==> src/ctu_pkg.sv <==
`default_nettype none
package ctu_pkg;
  // register index per register; the bus byte address is the index times four
  localparam logic [11:0] CTU_IDX_CURRENT_CONTROL   = 12'hfb1;
  localparam logic [11:0] CTU_IDX_EDGE_CONTROL_LOW  = 12'hfb2;
  localparam logic [11:0] CTU_IDX_UNIT_CONTROL_HIGH = 12'hfb3;
  localparam logic [11:0] CTU_IDX_IRQ_STATUS        = 12'hfb4;
  localparam logic [11:0] CTU_IDX_IRQ_MASK          = 12'hfb5;
  localparam int          CTU_ADDR_W                = 14;
  localparam logic [13:0] CTU_ADR_CURRENT    = {CTU_IDX_CURRENT_CONTROL, 2'b00};
  localparam logic [13:0] CTU_ADR_EDGE_LOW   = {CTU_IDX_EDGE_CONTROL_LOW, 2'b00};
  localparam logic [13:0] CTU_ADR_UNIT_HIGH  = {CTU_IDX_UNIT_CONTROL_HIGH, 2'b00};
  localparam logic [13:0] CTU_ADR_IRQ_STATUS = {CTU_IDX_IRQ_STATUS, 2'b00};
  localparam logic [13:0] CTU_ADR_IRQ_MASK   = {CTU_IDX_IRQ_MASK, 2'b00};
  // unit_control_high fields
  localparam int CTU_H_UNIT_ENABLE  = 7;
  localparam int CTU_H_STOP_IN_IDLE = 5;
  localparam int CTU_H_DELAY_GEN    = 4;
  localparam int CTU_H_EDGE_GATE    = 3;
  localparam int CTU_H_EDGE_ORDER   = 2;
  localparam int CTU_H_SRC_GROUND   = 1;
  localparam logic [7:0] CTU_H_WMASK = 8'hbe; // bits 6 and 0 stay zero
  // edge_control_low fields
  localparam int CTU_L_SECOND_POL = 7;
  localparam int CTU_L_SECOND_SRC = 5; // low bit of a two-bit field
  localparam int CTU_L_FIRST_POL  = 4;
  localparam int CTU_L_FIRST_SRC  = 2;
  localparam int CTU_L_SECOND_FLG = 1;
  localparam int CTU_L_FIRST_FLG  = 0;
  // current_control fields
  localparam int CTU_I_TRIM  = 2;
  localparam int CTU_I_RANGE = 0;
  // edge source encodings
  localparam logic [1:0] CTU_SRC_PIN_ONE = 2'h3;
  localparam logic [1:0] CTU_SRC_PIN_TWO = 2'h2;
  localparam logic [1:0] CTU_SRC_CAP_ONE = 2'h1;
  localparam logic [1:0] CTU_SRC_CAP_TWO = 2'h0;
  // current range encodings
  localparam logic [1:0] CTU_RNG_OFF  = 2'h0;
  localparam logic [1:0] CTU_RNG_X1   = 2'h1;
  localparam logic [1:0] CTU_RNG_X10  = 2'h2;
  localparam logic [1:0] CTU_RNG_X100 = 2'h3;
  // interrupt status bits
  localparam int CTU_IRQ_FIRST  = 0;
  localparam int CTU_IRQ_SECOND = 1;
  localparam int CTU_IRQ_PULSE  = 2;
  localparam logic [7:0] CTU_IRQ_WMASK = 8'h07;
  localparam logic [7:0] CTU_RST_BYTE  = 8'h00;
  // bus response states, gray along idle -> ack
  typedef enum logic [1:0] {
    CTU_BUS_IDLE = 2'b00,
    CTU_BUS_ACK  = 2'b01
  } ctu_bus_t;
endpackage
`default_nettype wire

==> src/ctu_top.sv <==
`default_nettype none
// What this block does
// sleep always switches the current source off
// stop_in_idle set switches source off in idle
// reset clears every control register to zero
// source_ground ties the source output to ground
// unit_enable turns on the source gate, edge events and delay pulse
// delay_gen_enable turns on delay pulse generation
// edge_gate passes or blocks all edge events
// ordered mode ignores second edge before first
// polarity bit picks rising or falling edge
// two-bit source select picks pin or trigger
// two readable writable flags record edge events
// six-bit signed trim passed to current source
// two-bit range: off, base, ten, hundred
// high bit 6 reads zero, bit 0 reserved
// first flag alone set charges the circuit
// delay pulse driven on its own output
// selected edge sets matching flag, clock synchronous
// source on: enabled, range on, exactly one flag
module ctu_top
  import ctu_pkg::*;
(
  input  wire logic        clk_i,            // system clock, 100 MHz
  input  wire logic        rst_i,            // synchronous reset, active high
  input  wire logic        wb_cyc_i,         // bus cycle
  input  wire logic        wb_stb_i,         // bus strobe
  input  wire logic        wb_we_i,          // write enable
  input  wire logic [13:0] wb_adr_i,         // byte address
  input  wire logic [3:0]  wb_sel_i,         // byte lanes
  input  wire logic [31:0] wb_dat_i,         // write data
  output logic      [31:0] wb_dat_o,         // read data
  output logic             wb_ack_o,         // bus acknowledge
  input  wire logic        sleep_i,          // device in any sleep mode
  input  wire logic        idle_i,           // device in idle mode
  input  wire logic        edge_pin_one_i,   // external edge pin one
  input  wire logic        edge_pin_two_i,   // external edge pin two
  input  wire logic        capture_unit_one_trigger_i, // special event trigger one
  input  wire logic        capture_unit_two_trigger_i, // special event trigger two
  input  wire logic        compare_trip_i,   // comparator trip from pulse capacitor
  output logic             source_on_o,      // current source gate
  output logic             source_ground_o,  // source output grounded
  output logic [1:0]       current_range_o,  // current range to analog
  output logic [5:0]       current_trim_o,   // signed trim to analog
  output logic             delay_pulse_out_o,// delay pulse pin
  output logic             irq_o             // level interrupt
);
  import ctu_pkg::*;

  typedef struct packed {
    logic [7:0]  cur;       // current_control
    logic [7:0]  low;       // edge_control_low
    logic [7:0]  high;      // unit_control_high
    logic [7:0]  irq_stat;
    logic [7:0]  irq_mask;
    logic [3:0]  src_prev;  // previous level of the four sources
    logic        trip_prev;
    ctu_bus_t    bus;
    logic [31:0] rdata;
    logic        ack;
    logic        src_on;
    logic        gnd;
    logic [1:0]  rng;
    logic [5:0]  trim;
    logic        pulse;
    logic        irq;
  } ctu_state_t;

  ctu_state_t st_reg;
  ctu_state_t st_next;

  logic [3:0] srcs;
  logic       req;
  logic       wr_lane;
  logic       rise1;
  logic       fall1;
  logic       rise2;
  logic       fall2;
  logic       ev1;
  logic       ev2;
  logic       run;
  logic       one_flag;
  logic [7:0] wbyte;

  // source vector indexed by the select code
  assign srcs = {edge_pin_one_i, edge_pin_two_i,
                 capture_unit_one_trigger_i, capture_unit_two_trigger_i};

  // bus request decode, lane zero carries the byte
  assign req     = wb_cyc_i & wb_stb_i & ~st_reg.ack;
  assign wr_lane = req & wb_we_i & wb_sel_i[0];
  assign wbyte   = wb_dat_i[7:0];

  // edge detection on the selected sources
  always_comb begin
    logic [1:0] s1;
    logic [1:0] s2;
    s1 = st_reg.low[CTU_L_FIRST_SRC +: 2];
    s2 = st_reg.low[CTU_L_SECOND_SRC +: 2];
    rise1 = srcs[s1] & ~st_reg.src_prev[s1];
    fall1 = ~srcs[s1] & st_reg.src_prev[s1];
    rise2 = srcs[s2] & ~st_reg.src_prev[s2];
    fall2 = ~srcs[s2] & st_reg.src_prev[s2];
  end

  // gated, polarity-selected and ordered edge events
  assign run = st_reg.high[CTU_H_UNIT_ENABLE] & st_reg.high[CTU_H_EDGE_GATE];
  assign ev1 = run & (st_reg.low[CTU_L_FIRST_POL] ? rise1 : fall1);
  assign ev2 = run & (st_reg.low[CTU_L_SECOND_POL] ? rise2 : fall2)
             & (~st_reg.high[CTU_H_EDGE_ORDER] | st_reg.low[CTU_L_FIRST_FLG]);
  assign one_flag = st_reg.low[CTU_L_FIRST_FLG] ^ st_reg.low[CTU_L_SECOND_FLG];

  // next-state logic for registers, flags, outputs and bus
  always_comb begin
    st_next          = st_reg;
    st_next.src_prev = srcs;
    st_next.trip_prev = compare_trip_i;
    st_next.ack      = 1'b0;
    st_next.bus      = CTU_BUS_IDLE;
    // register writes
    if (wr_lane) begin
      case (wb_adr_i)
        CTU_ADR_CURRENT:    st_next.cur  = wbyte;
        CTU_ADR_EDGE_LOW:   st_next.low  = wbyte;
        CTU_ADR_UNIT_HIGH:  st_next.high = wbyte & CTU_H_WMASK;
        CTU_ADR_IRQ_STATUS: st_next.irq_stat = st_reg.irq_stat & ~(wbyte & CTU_IRQ_WMASK);
        CTU_ADR_IRQ_MASK:   st_next.irq_mask = wbyte & CTU_IRQ_WMASK;
        default: ;
      endcase
    end
    // hardware edge events win over a software write in the same cycle
    if (ev1) begin
      st_next.low[CTU_L_FIRST_FLG]  = 1'b1;
      st_next.irq_stat[CTU_IRQ_FIRST] = 1'b1;
    end
    if (ev2) begin
      st_next.low[CTU_L_SECOND_FLG] = 1'b1;
      st_next.irq_stat[CTU_IRQ_SECOND] = 1'b1;
    end
    // analog controls
    st_next.src_on = st_reg.high[CTU_H_UNIT_ENABLE]
                   & (st_reg.cur[CTU_I_RANGE +: 2] != CTU_RNG_OFF)
                   & one_flag
                   & ~sleep_i
                   & ~(idle_i & st_reg.high[CTU_H_STOP_IN_IDLE]);
    st_next.gnd  = st_reg.high[CTU_H_SRC_GROUND];
    st_next.rng  = st_reg.cur[CTU_I_RANGE +: 2];
    st_next.trim = st_reg.cur[CTU_I_TRIM +: 6];
    // delay pulse: high from first edge until the comparator trips
    st_next.pulse = st_reg.high[CTU_H_UNIT_ENABLE] & st_reg.high[CTU_H_DELAY_GEN]
                  & st_reg.low[CTU_L_FIRST_FLG] & ~compare_trip_i;
    // pulse end is judged only once the new pulse level is known
    if (st_reg.pulse & ~st_next.pulse) st_next.irq_stat[CTU_IRQ_PULSE] = 1'b1;
    st_next.irq  = |(st_next.irq_stat & st_next.irq_mask);
    // read data and acknowledge
    if (req) begin
      st_next.ack   = 1'b1;
      st_next.bus   = CTU_BUS_ACK;
      st_next.rdata = '0;
      if (!wb_we_i) begin
        case (wb_adr_i)
          CTU_ADR_CURRENT:    st_next.rdata[7:0] = st_reg.cur;
          CTU_ADR_EDGE_LOW:   st_next.rdata[7:0] = st_reg.low;
          CTU_ADR_UNIT_HIGH:  st_next.rdata[7:0] = st_reg.high & CTU_H_WMASK;
          CTU_ADR_IRQ_STATUS: st_next.rdata[7:0] = st_reg.irq_stat;
          CTU_ADR_IRQ_MASK:   st_next.rdata[7:0] = st_reg.irq_mask;
          default:            st_next.rdata[7:0] = CTU_RST_BYTE;
        endcase
      end
    end
  end

  // state register, everything cleared on reset
  always_ff @(posedge clk_i) begin
    if (rst_i) begin
      st_reg <= '0;
    end else begin
      st_reg <= st_next;
    end
  end

  // outputs straight from flip-flops
  assign wb_dat_o          = st_reg.rdata;
  assign wb_ack_o          = st_reg.ack;
  assign source_on_o       = st_reg.src_on;
  assign source_ground_o   = st_reg.gnd;
  assign current_range_o   = st_reg.rng;
  assign current_trim_o    = st_reg.trim;
  assign delay_pulse_out_o = st_reg.pulse;
  assign irq_o             = st_reg.irq;

  // checks
  // every output is a flip-flop, so most properties look one edge after
  // the cause; that keeps each expectation in step with the real latency
  // of the analog controls, the pulse pin and the bus answer
  // all of them are switched off while reset is applied, except the one
  // that looks at what reset itself leaves behind in the registers
  // the analog side cannot be seen here: the checks stop at the gate,
  // ground, range and trim lines that leave the block
  // edge checks name the raw event terms so a lost flag shows at once

  // power modes
  // sleep forces the source off on the next edge
  a_sleep_off: assert property (@(posedge clk_i) disable iff (rst_i)
    sleep_i
    |=> !source_on_o)
    else $error("source on after sleep");

  // idle with stop_in_idle set forces the source off
  a_idle_stop: assert property (@(posedge clk_i) disable iff (rst_i)
    (idle_i && st_reg.high[CTU_H_STOP_IN_IDLE])
    |=> !source_on_o)
    else $error("source on in idle with stop set");

  // a charging setup keeps charging, in idle too while stop is clear
  a_charge_on: assert property (@(posedge clk_i) disable iff (rst_i)
    (one_flag && st_reg.low[CTU_L_FIRST_FLG] && st_reg.high[CTU_H_UNIT_ENABLE]
     && st_reg.cur[CTU_I_RANGE +: 2] != CTU_RNG_OFF && !sleep_i
     && !(idle_i && st_reg.high[CTU_H_STOP_IN_IDLE])) |=> source_on_o)
    else $error("source not charging");

  // reset and controls
  // reset leaves every control register at zero
  a_reset_clear: assert property (@(posedge clk_i)
    rst_i
    |=> (st_reg.high == 8'h00 && st_reg.low == 8'h00 && st_reg.cur == 8'h00))
    else $error("registers not cleared by reset");

  // ground output follows its control one edge late
  a_ground_follow: assert property (@(posedge clk_i) disable iff (rst_i)
    1'b1
    |-> source_ground_o == $past(st_reg.high[CTU_H_SRC_GROUND]))
    else $error("ground output wrong");

  // ground released when its control is clear
  a_ground_clear: assert property (@(posedge clk_i) disable iff (rst_i)
    !st_reg.high[CTU_H_SRC_GROUND]
    |=> !source_ground_o)
    else $error("ground held without control");

  // a disabled unit neither charges nor pulses
  a_disabled_off: assert property (@(posedge clk_i) disable iff (rst_i)
    !st_reg.high[CTU_H_UNIT_ENABLE]
    |=> !source_on_o && !delay_pulse_out_o)
    else $error("disabled unit active");

  // range output is a copy of the range field
  a_range_copy: assert property (@(posedge clk_i) disable iff (rst_i)
    1'b1
    |-> current_range_o == $past(st_reg.cur[CTU_I_RANGE +: 2]))
    else $error("range output wrong");

  // range off keeps the source off
  a_range_off: assert property (@(posedge clk_i) disable iff (rst_i)
    st_reg.cur[CTU_I_RANGE +: 2] == CTU_RNG_OFF
    |=> !source_on_o)
    else $error("source on with range off");

  // trim output is a copy of the signed trim field
  a_trim_copy: assert property (@(posedge clk_i) disable iff (rst_i)
    1'b1
    |-> current_trim_o == $past(st_reg.cur[CTU_I_TRIM +: 6]))
    else $error("trim output wrong");

  // unimplemented and reserved high bits never hold a one
  a_high_zero: assert property (@(posedge clk_i) disable iff (rst_i)
    1'b1
    |-> (st_reg.high & ~CTU_H_WMASK) == 8'h00)
    else $error("unimplemented bit set");

  // source on only with enable, range and exactly one flag
  a_source_gate: assert property (@(posedge clk_i) disable iff (rst_i)
    source_on_o
    |-> $past(one_flag && st_reg.high[CTU_H_UNIT_ENABLE]
       && st_reg.cur[CTU_I_RANGE +: 2] != CTU_RNG_OFF))
    else $error("source on wrongly");

  // both flags set stops the charge
  a_both_flags: assert property (@(posedge clk_i) disable iff (rst_i)
    (st_reg.low[CTU_L_FIRST_FLG] && st_reg.low[CTU_L_SECOND_FLG])
    |=> !source_on_o)
    else $error("source on with both flags");

  // edge logic
  // blocked edges leave both flags alone
  a_gate_block: assert property (@(posedge clk_i) disable iff (rst_i)
    (!st_reg.high[CTU_H_EDGE_GATE] && !wr_lane)
    |=> $stable(st_reg.low[CTU_L_SECOND_FLG:CTU_L_FIRST_FLG]))
    else $error("flag set while edges blocked");

  // ordered mode holds the second flag until the first is set
  a_order_hold: assert property (@(posedge clk_i) disable iff (rst_i)
    (st_reg.high[CTU_H_EDGE_ORDER] && !st_reg.low[CTU_L_FIRST_FLG] && !wr_lane)
    |=> !$rose(st_reg.low[CTU_L_SECOND_FLG]))
    else $error("second edge taken before first");

  // a first-edge event lands in its flag
  a_edge_set: assert property (@(posedge clk_i) disable iff (rst_i)
    ev1
    |=> st_reg.low[CTU_L_FIRST_FLG])
    else $error("first edge lost");

  // a second-edge event lands in its flag
  a_second_set: assert property (@(posedge clk_i) disable iff (rst_i)
    ev2
    |=> st_reg.low[CTU_L_SECOND_FLG])
    else $error("second edge lost");

  // rising polarity ignores a falling first source
  a_first_polarity: assert property (@(posedge clk_i) disable iff (rst_i)
    (st_reg.low[CTU_L_FIRST_POL] && fall1 && !st_reg.low[CTU_L_FIRST_FLG] && !wr_lane)
    |=> !st_reg.low[CTU_L_FIRST_FLG])
    else $error("first edge wrong polarity");

  // rising polarity ignores a falling second source
  a_second_polarity: assert property (@(posedge clk_i) disable iff (rst_i)
    (st_reg.low[CTU_L_SECOND_POL] && fall2 && !st_reg.low[CTU_L_SECOND_FLG] && !wr_lane)
    |=> !st_reg.low[CTU_L_SECOND_FLG])
    else $error("second edge wrong polarity");

  // a set first flag stays set until software writes the register
  a_status_sticky: assert property (@(posedge clk_i) disable iff (rst_i)
    (st_reg.low[CTU_L_FIRST_FLG] && !wr_lane)
    |=> st_reg.low[CTU_L_FIRST_FLG])
    else $error("first flag lost");

  // delay pulse
  // no pulse without delay generation
  a_delay_gen: assert property (@(posedge clk_i) disable iff (rst_i)
    !st_reg.high[CTU_H_DELAY_GEN]
    |=> !delay_pulse_out_o)
    else $error("pulse without delay generation");

  // pulse rises after the first flag while the comparator is low
  a_pulse_follow: assert property (@(posedge clk_i) disable iff (rst_i)
    (st_reg.high[CTU_H_UNIT_ENABLE] && st_reg.high[CTU_H_DELAY_GEN]
     && st_reg.low[CTU_L_FIRST_FLG] && !compare_trip_i)
    |=> delay_pulse_out_o)
    else $error("pulse missing");

  // comparator trip ends the pulse
  a_pulse_trip: assert property (@(posedge clk_i) disable iff (rst_i)
    compare_trip_i
    |=> !delay_pulse_out_o)
    else $error("pulse past trip");

  // pulse end is recorded as an interrupt event
  a_pulse_irq: assert property (@(posedge clk_i) disable iff (rst_i)
    $fell(delay_pulse_out_o)
    |-> st_reg.irq_stat[CTU_IRQ_PULSE])
    else $error("pulse end not recorded");

  // bus and interrupt
  // every taken request is answered once, one edge later
  a_bus_ack: assert property (@(posedge clk_i) disable iff (rst_i)
    req
    |=> wb_ack_o ##1 !wb_ack_o)
    else $error("ack timing wrong");

  // acknowledge never stands two cycles
  a_ack_pulse: assert property (@(posedge clk_i) disable iff (rst_i)
    wb_ack_o
    |=> !wb_ack_o)
    else $error("ack held too long");

  // registers are a byte wide, upper read lanes stay zero
  a_read_upper: assert property (@(posedge clk_i) disable iff (rst_i)
    wb_ack_o
    |-> wb_dat_o[31:8] == 24'h000000)
    else $error("upper read data set");

  // interrupt line is high exactly while an unmasked bit is set
  a_irq_level: assert property (@(posedge clk_i) disable iff (rst_i)
    1'b1
    |-> irq_o == |(st_reg.irq_stat & st_reg.irq_mask))
    else $error("interrupt level wrong");
endmodule // ctu_top
`default_nettype wire

==> config.mk <==
export PLATFORM = sky130hd
export DESIGN_NAME = ctu_top
export DESIGN_NICKNAME = d
export VERILOG_FILES = /design/src/ctu_pkg.sv /design/src/ctu_top.sv
export SDC_FILE = /design/constraint.sdc
export NUM_CORES = 1
export LEC_CHECK = 0
export BUFFER_PORTS_ARGS = -buffer_cell sky130_fd_sc_hd__buf_2
export CORE_MARGIN = 4
export CORE_UTILIZATION = 52
export CTS_CLUSTER_DIAMETER = 50
export DETAILED_ROUTE_END_ITERATION = 8
export HOLD_SLACK_MARGIN = 0.1
export PLACE_DENSITY = 0.9
export SKIP_LAST_GASP = 1
export SLEW_MARGIN = 10
export SYNTH_ARGS = -nofsm -noshare
export SYNTH_HDL_FRONTEND = slang
export SYNTH_SLANG_ARGS = --single-unit
==> constraint.sdc <==
create_clock -name clk_i -period 3.9 [get_ports clk_i]
set_input_delay 0.39 -clock clk_i [delete_from_list [all_inputs] [get_ports clk_i]]
set_output_delay 0.39 -clock clk_i [all_outputs]
set_load 0.005 [all_outputs]
==> impl_metrics.ini <==
[critical_path]
critPathCaptureType = flop
cp_cell_sequence = buf_2 > nand3b_4 > or4_4 > nor4b_2 > mux2_1 > o21a_1
r2r_slack_ns = 1.63
criticalPathCategory = in2reg
max_stage_delay_ns = 0.69
cp.arrival_ns = 2.48
crit_family = simple AND/OR/NAND/NOR gates
cp.buffers_inverters = 1
cp_slowest_cell = nor4b_2
worst-path-max-fanout = 6
cp-start-kind = input port
worstPathRequired_ns = 4.10

[cts]
cts_hold_buf = 0
cts_max_path_buffers = 2
cts.clk_slew.worst_paths_ns = 0.09
cts_setup_buffers = 0
cts_max_level = 2
root_buffer = clkbuf_8
clock-sinks = 53
cts_tree = done
clkLatencyLatePin_ns = 0.30
cts_buffers = 5
cts_resized = 0

[timing]
clock.fmax_ghz = 0.439
rsz0062_at_grt = false
setup-tns-final_ns = 0
maxSlewViolCount = 0
slew-limit-headroom_pct = 43.3
layout_min_cycle_time_ns = 2.28
setup_viol = 0
final_hold_viol_count = 0
fin_skew_ns = 0.00454
period_share_pct = 58.4
tightest_slew_ns = 0.842

[logic_synthesis]
synth-seq-cells = 53
yosys.cell_types.count = 51
synth_top_family_by_area = simple AND/OR/NAND/NOR gates
yosysMostFrequentCell = dfxtp_1
synthXorXnorAreaFrac_pct = 0.334
synth_edf_count = 0
ys_seq_area_share_pct = 40.5
synth_top_area_share_pct = 40.5
synth_warnings = 0
ys_async_sr_fraction_pct = 0
ys_top_cells_by_area = dfxtp_1 (40%), buf_4 (12%), mux2i_1 (6.9%), nor2b_1 (3.8%), nor2_1 (3.6%)
yosys.area_share.adder_pct = 0
syn_avg_cell_area_um2 = 9.49
synth_compound_area_share_pct = 10.7
syn_inst = 276
synthTopCellsByCount = dfxtp_1 (53), buf_4 (41), nor2_1 (25)
muxShareOfSynthArea_pct = 11.6
synth_ff_type = dfxtp_1
yosys.area_share.simple_pct = 22.4
yosys.area.top_type = dfxtp_1
syn_area_mm2 = 0.00262

[grt]
grt-ovfl-total = 0
grt_pass1_wl_um = 8870
first_global_vias = 1939
grt.total_usage_pct = 18.0
grt_antenna_before_repair = 0
grt_max_degree = 43

[pwr]
power.density_mw_per_mm2 = 329
max-vdd-ir-drop_mv = 0.160
p_leak_nw = 1.13

[route]
dr.pass1.iters = 5
routed_wl_um = 5530
drtIter0Drc = 292
viasPerCell = 5.37
final_antenna_net_count = 0
vias = 2047
drcViolationCount = 0
routedWlPerCell_um = 14.5

[worst_hold_path]
hold_class = in2reg

[floorplan]
dieArea_mm2 = 0.00624
die_w_um = 79.0
start_util_pct = 54.4
coreArea_mm2 = 0.00482
die-height_um = 79.0
num_rows = 25
ioPinCount = 107

[layout]
utilization_pct = 58.7
area_growth_pct = 7.93
drive_gt1_share_pct = 25.5
largest_reg_flops = 23
num_antenna_cells = 0
num-nets-final = 375
n_fill_cell = 441

[placed_design]
numPortBuffers = 55
hpwlAfterDp_um = 4160
place_congestion = 0.893

[run_status]
status = completed

[flow_run]
cap_violations = 0
## final timing paths
kind                            startpoint                        to  cells past startpoint
hold / removal                     sleep_i    source_on_o$_SDFF_PP0_                      2
setup / recovery               wb_adr_i[1]   st_reg[77]$_SDFFE_PP0P_                      6
hold reg to reg   wb_dat_o[6]$_SDFFE_PP0N_  wb_dat_o[6]$_SDFFE_PP0N_                      2
setup reg to reg   st_reg[81]$_SDFFE_PP0P_          irq_o$_SDFF_PP0_                      5
## area by class of cell
type / instances / area [um2] / area share (%)
Clock buffer: 6 / 82.6 / 2.92
Clock inverter: 2 / 13.8 / 0.487
Inverter: 6 / 25.0 / 0.885
Multi-Input combinational cell: 190 / 1270 / 45.0
Sequential cell: 53 / 1060 / 37.5
Tap cell: 67 / 83.8 / 2.96
Timing Repair Buffer: 57 / 290 / 10.3
## layout by cell type, fill, tap and decap left out, types with 2 or more instances in the layout
cell type,netlist,routed
mux2_2,2,2
or4_1,2,2
nor3_2,2,2
mux2i_1,18,18
buf_2,0,55
nand4bb_1,2,2
o21a_1,2,2
nor3_1,3,3
o21ai_1,6,6
mux4_2,4,4
nor2b_1,16,16
a21boi_0,2,2
nor4_1,3,3
nand4b_1,3,3
a222oi_1,4,4
a21oi_1,8,8
dfxtp_1,53,53
a41oi_1,2,2
nand3_1,5,5
buf_4,41,2
nand4_1,2,2
a22oi_1,4,4
a221oi_1,3,3
clkbuf_8,0,6
nand2_1,21,21
or3b_1,2,2
nand3b_1,3,3
o21ai_0,4,4
inv_1,5,5
nor2_1,25,25
conb_1,1,24
## stage by stage
| step | setup slack (ns) | instance area, um2 | cells | hold WS [ns] | power (mW) |
|---|---|---|---|---|---|
| finish | 1.62 | 2830 | 381 | 0.246 | 0.930 |
| global placement | 1.35 | 2730 | 373 | 0.435 | 0.617 |
| floorplan | 1.77 | 2710 | 299 | 0.426 | 0.609 |
| CTS | 1.63 | 2830 | 381 | 0.242 | 0.934 |
| detailed placement | 1.34 | 2730 | 373 | 0.441 | 0.619 |
| global route | 1.55 | 2830 | 381 | 0.238 | 0.964 |
## power by group
group          internal [mW]  switching, mW
clock                  0.144          0.179
combinational         0.0234         0.0392
sequential             0.543        0.00115
total                  0.711          0.219
## logic make-up after synthesis
family,after synthesis
simple gates,99
buf+inv,56
flops,53
compound gates,41
mux,25
xor+xnor,1
other cells,1
## layer usage
| layer | GRT usage, % | vias up | share of wire, % |
|---|---|---|---|
| li1 | - | 987 | - |
| met3 | 4.54 | 9 | 8.8 |
| met5 | 0 | - | 0 |
| met4 | 6.53 | 0 | 1.3 |
| met2 | 28.5 | 109 | 47 |
| met1 | 23.6 | 942 | 43 |
No activity file was read; power rests on OpenSTA's default activity.
